--- src/hdl/sfc_pkg.sv ---
// package: register map, field layouts and fifo sizes of the fifo configuration block
`default_nettype none
package sfc_pkg;
  localparam int unsigned ADDR_W = 8;
  localparam int unsigned DATA_W = 32;
  localparam int unsigned CNT_W  = 3;
  // register byte addresses
  localparam logic [7:0] OFF_FIFO_CFG  = 8'h00;
  localparam logic [7:0] OFF_CHAN_CTRL = 8'h04;
  localparam logic [7:0] OFF_RX_FILL   = 8'h08;
  localparam logic [7:0] OFF_STATE     = 8'h0C;
  localparam logic [7:0] OFF_IRQ_STAT  = 8'h10;
  localparam logic [7:0] OFF_IRQ_MASK  = 8'h14;
  // field positions
  localparam int unsigned CTRL_RXE_BIT = 0;
  localparam int unsigned CTRL_TXE_BIT = 1;
  localparam int unsigned CTRL_DPX_LSB = 2;
  localparam int unsigned CFG_W        = 8;
  localparam int unsigned IRQ_W        = 4;
  localparam int unsigned EV_TX_IRQ    = 0;
  localparam int unsigned EV_RX_IRQ    = 1;
  localparam int unsigned EV_RX_OFF    = 2;
  localparam int unsigned EV_TX_OFF    = 3;
  // reset values
  localparam logic [7:0]       CFG_RESET  = 8'h00;
  localparam logic [IRQ_W-1:0] IRQ_RESET  = 4'h0;
  localparam logic [1:0]       FILL_RESET = 2'h0;
  // duplex select codes
  localparam logic [1:0] DPX_NONE    = 2'h0;
  localparam logic [1:0] DPX_HALF_RX = 2'h1;
  localparam logic [1:0] DPX_HALF_TX = 2'h2;
  localparam logic [1:0] DPX_FULL    = 2'h3;
  // fifo byte counts
  localparam logic [CNT_W-1:0] BYTES_0 = 3'h0;
  localparam logic [CNT_W-1:0] BYTES_1 = 3'h1;
  localparam logic [CNT_W-1:0] BYTES_2 = 3'h2;
  localparam logic [CNT_W-1:0] BYTES_3 = 3'h3;
  localparam logic [CNT_W-1:0] BYTES_4 = 3'h4;

  typedef struct packed {
    logic [2:0] reserved;
    logic       rx_usage_select;
    logic       tx_fifo_irq_enable;
    logic       rx_fifo_irq_enable;
    logic       auto_disable_enable;
    logic       fifo_enable;
  } sfc_cfg_s;

  typedef struct packed {
    logic [CNT_W-1:0] rx_depth;
    logic [CNT_W-1:0] tx_depth;
    logic [CNT_W-1:0] rx_used;
  } sfc_plan_s;
endpackage
`default_nettype wire

--- src/hdl/sfc_fifo_plan.sv ---
// fifo partition and receive usage, registered from configuration
`default_nettype none
module sfc_fifo_plan
(
  // clock and reset
  input  wire logic              core_clk,
  input  wire logic              reset_n,
  // configuration
  input  wire sfc_pkg::sfc_cfg_s cfg,
  input  wire logic [1:0]        duplex,
  input  wire logic [1:0]        fill_level,
  // result
  output sfc_pkg::sfc_plan_s     plan_ff
);
  import sfc_pkg::*;

  // receive fill level in bytes, halves of the table differ by duplex
  function automatic logic [CNT_W-1:0] fill_bytes(input logic [1:0] lvl, input logic full);
    logic [CNT_W-1:0] b;
    b = BYTES_0;
    case (lvl)
      2'h0:    b = full ? BYTES_2 : BYTES_4;
      2'h1:    b = BYTES_1;
      2'h2:    b = BYTES_2;
      default: b = full ? BYTES_1 : BYTES_3;
    endcase
    return b;
  endfunction

  sfc_plan_s nxt_plan;

  always_comb
  begin
    nxt_plan = '0;
    if (cfg.fifo_enable)
    begin
      case (duplex)
        DPX_HALF_RX: nxt_plan.rx_depth = BYTES_4;
        DPX_HALF_TX: nxt_plan.tx_depth = BYTES_4;
        DPX_FULL:
        begin
          nxt_plan.rx_depth = BYTES_2;
          nxt_plan.tx_depth = BYTES_2;
        end
        default: nxt_plan = '0;
      endcase
      // tx side ignores the usage select, always its full depth
      if (cfg.rx_usage_select && nxt_plan.rx_depth != BYTES_0)
        nxt_plan.rx_used = fill_bytes(fill_level, duplex == DPX_FULL);
      else
        nxt_plan.rx_used = nxt_plan.rx_depth;
    end
  end

  always_ff @(posedge core_clk)
  begin
    if (!reset_n)
      plan_ff <= '0;
    else
      plan_ff <= nxt_plan;
  end
endmodule // sfc_fifo_plan
`default_nettype wire

--- src/hdl/sfc_top.sv ---
// fifo configuration logic of a serial channel with register port and interrupt
//
// Our own choices: the plain strobed port and the placing of the registers.
`default_nettype none
// Operation
// - usage select clear: rx uses full depth
// - usage select set: rx uses fill level
// - tx fifo irq enable gates tx interrupts
// - rx fifo irq enable gates rx interrupts
// - half rx: auto clear rx enable when full
// - half tx: auto clear tx enable when empty
// - full duplex: either condition clears both enables
// - fifo enable partitions depth from duplex setting
// - tx fifo always offers its full depth
module sfc_top
(
  // clock and reset
  input  wire logic                         core_clk,
  input  wire logic                         reset_n,
  // register port
  input  wire logic [sfc_pkg::ADDR_W-1:0]   reg_addr,
  input  wire logic [sfc_pkg::DATA_W-1:0]   reg_wdata,
  input  wire logic                         reg_wr,
  input  wire logic                         reg_rd,
  output logic      [sfc_pkg::DATA_W-1:0]   reg_rdata_ff,
  // channel status
  input  wire logic                         rx_shift_full,
  input  wire logic                         rx_buf_full,
  input  wire logic [sfc_pkg::CNT_W-1:0]    rx_fifo_count,
  input  wire logic                         tx_shift_empty,
  input  wire logic                         tx_buf_empty,
  input  wire logic [sfc_pkg::CNT_W-1:0]    tx_fifo_count,
  input  wire logic                         tx_irq_req,
  input  wire logic                         rx_irq_req,
  // channel control
  output logic                              rx_enable_ff,
  output logic                              tx_enable_ff,
  output logic                              fifo_enable_ff,
  output sfc_pkg::sfc_plan_s                plan_ff,
  output logic                              tx_irq_ff,
  output logic                              rx_irq_ff,
  // interrupt
  output logic                              irq_ff
);
  import sfc_pkg::*;

  // ------------------------------------------------------------
  // configuration registers
  // ------------------------------------------------------------
  sfc_cfg_s             cfg_ff;
  logic [1:0]           duplex_ff;
  logic [1:0]           fill_level_ff;
  logic [IRQ_W-1:0]     irq_stat_ff;
  logic [IRQ_W-1:0]     irq_mask_ff;
  logic                 wr_cfg;
  logic                 wr_ctrl;
  logic                 wr_fill;
  logic                 wr_stat;
  logic                 wr_mask;

  function automatic logic hit(input logic [ADDR_W-1:0] a, input logic [7:0] off);
    return a == off;
  endfunction

  assign wr_cfg  = reg_wr && hit(reg_addr, OFF_FIFO_CFG);
  assign wr_ctrl = reg_wr && hit(reg_addr, OFF_CHAN_CTRL);
  assign wr_fill = reg_wr && hit(reg_addr, OFF_RX_FILL);
  assign wr_stat = reg_wr && hit(reg_addr, OFF_IRQ_STAT);
  assign wr_mask = reg_wr && hit(reg_addr, OFF_IRQ_MASK);

  // reserved bits are stored and read back as written
  always_ff @(posedge core_clk)
  begin
    if (!reset_n)
      cfg_ff <= CFG_RESET;
    else if (wr_cfg)
      cfg_ff <= reg_wdata[CFG_W-1:0];
  end

  always_ff @(posedge core_clk)
  begin
    if (!reset_n)
    begin
      duplex_ff     <= DPX_NONE;
      fill_level_ff <= FILL_RESET;
    end
    else
    begin
      if (wr_ctrl)
        duplex_ff <= reg_wdata[CTRL_DPX_LSB +: 2];
      if (wr_fill)
        fill_level_ff <= reg_wdata[1:0];
    end
  end

  always_ff @(posedge core_clk)
  begin
    if (!reset_n)
      fifo_enable_ff <= 1'b0;
    else
      fifo_enable_ff <= cfg_ff.fifo_enable;
  end

  // ------------------------------------------------------------
  // fifo partition
  // ------------------------------------------------------------
  // registered so depth outputs never glitch on a config write
  sfc_fifo_plan u_plan
  (
    .core_clk   (core_clk),
    .reset_n    (reset_n),
    .cfg        (cfg_ff),
    .duplex     (duplex_ff),
    .fill_level (fill_level_ff),
    .plan_ff    (plan_ff)
  );

  // ------------------------------------------------------------
  // automatic disable of transfer enables
  // ------------------------------------------------------------
  logic auto_on;
  logic rx_full_hit;
  logic tx_empty_hit;
  logic clr_rx;
  logic clr_tx;
  logic nxt_rx_enable;
  logic nxt_tx_enable;

  // option is dead while the fifo is off
  assign auto_on      = cfg_ff.fifo_enable && cfg_ff.auto_disable_enable;
  assign rx_full_hit  = auto_on && rx_shift_full && rx_buf_full
                        && (rx_fifo_count == plan_ff.rx_used);
  assign tx_empty_hit = auto_on && tx_shift_empty && tx_buf_empty
                        && (tx_fifo_count == BYTES_0);

  always_comb
  begin
    clr_rx = 1'b0;
    clr_tx = 1'b0;
    case (duplex_ff)
      DPX_HALF_RX: clr_rx = rx_full_hit;
      DPX_HALF_TX: clr_tx = tx_empty_hit;
      DPX_FULL:
      begin
        clr_rx = rx_full_hit || tx_empty_hit;
        clr_tx = rx_full_hit || tx_empty_hit;
      end
      default:
      begin
        clr_rx = 1'b0;
        clr_tx = 1'b0;
      end
    endcase
  end

  // hardware clear beats a same-cycle software set, else a full line restarts
  always_comb
  begin
    nxt_rx_enable = wr_ctrl ? reg_wdata[CTRL_RXE_BIT] : rx_enable_ff;
    nxt_tx_enable = wr_ctrl ? reg_wdata[CTRL_TXE_BIT] : tx_enable_ff;
    if (clr_rx)
      nxt_rx_enable = 1'b0;
    if (clr_tx)
      nxt_tx_enable = 1'b0;
  end

  always_ff @(posedge core_clk)
  begin
    if (!reset_n)
    begin
      rx_enable_ff <= 1'b0;
      tx_enable_ff <= 1'b0;
    end
    else
    begin
      rx_enable_ff <= nxt_rx_enable;
      tx_enable_ff <= nxt_tx_enable;
    end
  end

  // ------------------------------------------------------------
  // fifo interrupt gating
  // ------------------------------------------------------------
  logic nxt_tx_irq;
  logic nxt_rx_irq;

  // with the fifo off the requests pass untouched
  assign nxt_tx_irq = tx_irq_req && (!cfg_ff.fifo_enable || cfg_ff.tx_fifo_irq_enable);
  assign nxt_rx_irq = rx_irq_req && (!cfg_ff.fifo_enable || cfg_ff.rx_fifo_irq_enable);

  always_ff @(posedge core_clk)
  begin
    if (!reset_n)
    begin
      tx_irq_ff <= 1'b0;
      rx_irq_ff <= 1'b0;
    end
    else
    begin
      tx_irq_ff <= nxt_tx_irq;
      rx_irq_ff <= nxt_rx_irq;
    end
  end

  // ------------------------------------------------------------
  // interrupt status, mask and output
  // ------------------------------------------------------------
  logic [IRQ_W-1:0] irq_events;
  logic [IRQ_W-1:0] nxt_irq_stat;

  always_comb
  begin
    irq_events            = IRQ_RESET;
    irq_events[EV_TX_IRQ] = nxt_tx_irq;
    irq_events[EV_RX_IRQ] = nxt_rx_irq;
    irq_events[EV_RX_OFF] = clr_rx && rx_enable_ff;
    irq_events[EV_TX_OFF] = clr_tx && tx_enable_ff;
  end

  // a new event wins over a same-cycle write-one clear
  assign nxt_irq_stat = (irq_stat_ff & ~(wr_stat ? reg_wdata[IRQ_W-1:0] : IRQ_RESET))
                        | irq_events;

  always_ff @(posedge core_clk)
  begin
    if (!reset_n)
      irq_stat_ff <= IRQ_RESET;
    else
      irq_stat_ff <= nxt_irq_stat;
  end

  always_ff @(posedge core_clk)
  begin
    if (!reset_n)
      irq_mask_ff <= IRQ_RESET;
    else if (wr_mask)
      irq_mask_ff <= reg_wdata[IRQ_W-1:0];
  end

  // one cycle behind the status, keeps the output a plain flop
  always_ff @(posedge core_clk)
  begin
    if (!reset_n)
      irq_ff <= 1'b0;
    else
      irq_ff <= |(irq_stat_ff & irq_mask_ff);
  end

  // ------------------------------------------------------------
  // register read
  // ------------------------------------------------------------
  logic [DATA_W-1:0] nxt_rdata;

  always_comb
  begin
    nxt_rdata = '0;
    case (reg_addr)
      OFF_FIFO_CFG:  nxt_rdata[CFG_W-1:0] = cfg_ff;
      OFF_CHAN_CTRL:
      begin
        nxt_rdata[CTRL_RXE_BIT]      = rx_enable_ff;
        nxt_rdata[CTRL_TXE_BIT]      = tx_enable_ff;
        nxt_rdata[CTRL_DPX_LSB +: 2] = duplex_ff;
      end
      OFF_RX_FILL:   nxt_rdata[1:0] = fill_level_ff;
      OFF_STATE:     nxt_rdata[5*CNT_W-1:0] = {tx_fifo_count, rx_fifo_count, plan_ff};
      OFF_IRQ_STAT:  nxt_rdata[IRQ_W-1:0] = irq_stat_ff;
      OFF_IRQ_MASK:  nxt_rdata[IRQ_W-1:0] = irq_mask_ff;
      default:       nxt_rdata = '0;
    endcase
  end

  always_ff @(posedge core_clk)
  begin
    if (!reset_n)
      reg_rdata_ff <= '0;
    else if (reg_rd)
      reg_rdata_ff <= nxt_rdata;
    else
      reg_rdata_ff <= '0;
  end
endmodule // sfc_top
`default_nettype wire

--- config.mk ---
export PLATFORM = sky130hd
export DESIGN_NAME = sfc_top
export DESIGN_NICKNAME = d
export VERILOG_FILES = /design/src/hdl/sfc_pkg.sv /design/src/hdl/sfc_fifo_plan.sv /design/src/hdl/sfc_top.sv
export SDC_FILE = /design/constraint.sdc
export NUM_CORES = 1
export LEC_CHECK = 0
export CORE_ASPECT_RATIO = 1.5
export CORE_MARGIN = 1.5
export CORE_UTILIZATION = 45
export DETAILED_ROUTE_END_ITERATION = 16
export DONT_BUFFER_PORTS = 1
export GPL_TIMING_DRIVEN = 0
export PLACE_DENSITY = 0.61
export SETUP_SLACK_MARGIN = 0.5
export SKIP_LAST_GASP = 1
export SYNTH_ARGS = -nofsm -noshare
export SYNTH_HDL_FRONTEND = slang
export SYNTH_HIERARCHICAL = 1
export SYNTH_SLANG_ARGS = --single-unit
--- constraint.sdc ---
create_clock -name core_clk -period 1.5 [get_ports core_clk]
set_input_delay 0.225 -clock core_clk [delete_from_list [all_inputs] [get_ports core_clk]]
set_output_delay 0.225 -clock core_clk [all_outputs]
set_load 0.1 [all_outputs]
==> flow_summary.json <==
{
  "status": "finished, violations left",
  "violations": "setup timing",
  "cp.arrival_ns": 1.84,
  "worst_path_largest_cell_delay_ns": 0.56,
  "setup_viol": 4,
  "clk_pin_slew_ns": 0.09,
  "fin_nets": 299,
  "synth_compound_area_share_pct": 10.15,
  "slew_violations": 0,
  "worst_setup_path_start_kind": "register",
  "dieWidth_um": 59.05,
  "met2_wirelength_mm": 2.290,
  "ir_drop_mv": 0.6182,
  "start_util_pct": 46.69,
  "finalCriticalPeriod_ns": 1.594,
  "hold_viol": 0,
  "yosys-top-cells-count": "dfxtp_1, buf_4, mux2i_1",
  "path_class": "register to register",
  "route.detailed.drc": 0,
  "wl_per_cell_um": 15.77,
  "grt_max_degree": 15,
  "ys_ff_latch": 47,
  "first_pass_iters": 4,
  "synth_cell_types": 44,
  "yosysTopAreaCell": "dfxtp_1",
  "fin_cells": 308,
  "cts_hold_buf": 0,
  "crit_chain": "xor2_1 > or4_4 > o21ai_1 > a31o_1",
  "cts-buffers-inserted": 5,
  "place_hpwl_mm": 3.627,
  "synth.most_common_cell": "dfxtp_1",
  "grt_pass1_wl_mm": 7.714,
  "post_route_cells_drive_above_1_share_pct": 36.07,
  "leakage_nw": 1.111,
  "die_h_um": 87.08,
  "ant_nets": 0,
  "cts_tree": "done",
  "finClkSkew_ns": 0.008685,
  "rr_worst_depth": 4,
  "tns_ns": -0.2080,
  "synth_top_family_by_area": "simple AND/OR/NAND/NOR gates",
  "clock_path_buffers": 2,
  "wl_met1_mm": 1.935,
  "yosys.area_share.adder_pct": 0,
  "antenna_found_initial": 0,
  "track_usage_pct": 20.39,
  "synth_area_um2": 2121,
  "worst-path-max-fanout": 4,
  "slowest_stage": "dfxtp_4",
  "crit_family": "flip-flops",
  "dp_cells": 293,
  "reg2reg_slack_ns": -0.09,
  "route.vias.total": 1566,
  "synthCells": 212,
  "dpl_worst_slack_ns": -0.1392,
  "wirelength_mm": 4.857,
  "min_path_type": "primary input to register",
  "gp_congestion": 0.8222,
  "io_pins": 103,
  "clk_latency_ns": 0.30,
  "die_area_um2": 5142,
  "syn_avg_cell_area_um2": 10.00,
  "ys.warnings.count": 6,
  "synth-edff-count": 0,
  "overflow": 0,
  "utilization_pct": 56.83,
  "critical_path_depth": 4,
  "worst_setup_path_end_kind": "register",
  "synth_xor_area_share_pct": 1.239,
  "clock.fmax_mhz": 627.4,
  "core-area_um2": 4542,
  "port_buffers": 0,
  "crit_path_end": "irq_stat_ff[3]",
  "r2r_start": "u_plan/plan_ff[1]",
  "top_layer_used": "met4",
  "viasPerCell": 5.084,
  "wl_met3_um": 496,
  "htree_num_levels": 2,
  "clockRootBuffer": "clkbuf_8",
  "muxShareOfSynthArea_pct": 13.22,
  "grt_setup_unrepaired": "yes",
  "setup_slack_ns": -0.09391,
  "power_density_nw_per_um2": 966.5,
  "required_ns": 1.75,
  "max_cap_viol_count": 0,
  "netlist.area_leader.share_pct": 44.37,
  "drt_iter0_drc": 50,
  "reg2reg_to": "irq_stat_ff[3]",
  "ys_seq_area_share_pct": 44.37,
  "synthArstFlopShare_pct": 0,
  "area_growth_pct": 21.71,
  "whs_ns": 0.03131,
  "crit_buf_inv": 0,
  "synth_ff_type": "dfxtp_1",
  "synth-simple-area-share_pct": 21.42,
  "finalCritPeriodShare_pct": 106.3,
  "grt_pass1_vias": 1507,
  "synthTopCellsByArea": "dfxtp_1, mux2i_1, buf_4, nor2b_1, and2_1",
  "num_rows": 30,
  "antennaDiodeCount": 0,
  "clock-sinks": 47,
  "crit_start": "u_plan/plan_ff[1]"
}
[placed cells by master, fill, tap and decap left out, drive strengths merged, types with 4 or more instances in the layout]
master,synthesis,routed
dfxtp,47,47
buf,24,30
mux2i,22,22
conb,2,19
nor2b,17,17
nor2,11,11
nand2,11,11
and2,10,10
clkbuf,3,9
a21oi,8,8
nand3,7,7
nor3,6,6
a22oi,5,5
nand4,4,4
a31o,4,4
[worst min-delay path by stage]
stage | startpoint | slack [ns] | cells past startpoint | end
finish | rx_irq_req | 0.03 | 2 | rx_irq_ff
global route | tx_fifo_count[1] | 0.03 | 1 | reg_rdata_ff[13]
CTS | rx_irq_req | 0.03 | 2 | rx_irq_ff
detailed placement | rx_fifo_count[0] | 0.36 | 1 | reg_rdata_ff[9]
global placement | rx_fifo_count[0] | 0.35 | 1 | reg_rdata_ff[9]
floorplan | reset_n | 0.33 | 2 | u_plan/plan_ff[5]
[routing by layer]
layer  global-route usage, %  vias up
met5                       0        -
met4                   11.16        0
met3                   8.172       11
met2                   32.12       69
met1                   23.10      721
li1                        -      765
[logic make-up after synthesis]
family / after synthesis
buffers and inverters: 30
AO/OA/AOI/OAI: 29
multiplexers: 26
AND/OR/NAND/NOR: 75
XOR/XNOR: 3
other: 2
flip-flops: 47
[per-stage QoR]
| step | cell area, µm² | total power, mW |
|---|---|---|
| 2_1_floorplan | 2256 | 1.615 |
| 3_3_place_gp | 2336 | 1.634 |
| 3_5_place_dp | 2336 | 1.634 |
| 4_1_cts | 2549 | 2.502 |
| 5_1_grt | 2581 | 2.589 |
| 6_report | 2581 | 2.495 |
[worst reg2reg max path: stages (launching register included)]
cell and delay (ns):
dfxtp_4 0.56, xor2_1 0.11, or4_4 0.56, o21ai_1 0.16, a31o_1 0.15
[state kept, by name, indices dropped and copies added (netlist names)]
| register | count |
|---|---|
| reg_rdata_ff | 15 |
| cfg_ff | 8 |
| u_plan/plan_ff | 6 |
| irq_mask_ff | 4 |
| irq_stat_ff | 4 |
| duplex_ff | 2 |
| fill_level_ff | 2 |
| fifo_enable_ff | 1 |
| irq_ff | 1 |
| rx_enable_ff | 1 |
| rx_irq_ff | 1 |
| tx_enable_ff | 1 |
| tx_irq_ff | 1 |
[final cells by class]
type | instances | area [µm²]
clock inverters | 3 | 38.79
plain buffers | 27 | 203.9
clock buffers | 5 | 68.82
fillers | 412 | 1961
flip-flops and latches | 47 | 1045
multi-input cells | 152 | 1065
repair buffers | 7 | 68.82
inverters | 3 | 11.26
well taps | 64 | 80.08
[repair_timing]
item	CTS	global route
endpoints found under the hold margin	0	0
gates resized for setup	26	7
endpoints found under the setup margin	53	50
setup buffers	4	3
pin swaps	3	5
[power by group]
part           leakage (nW)  internal (mW)  switching, mW
logic                 0.652         0.0833          0.263
registers             0.403           1.21         0.0298
clock network        0.0556          0.488          0.420
total                  1.11           1.78          0.713
Note: power is estimated with default switching activity, not from simulation.
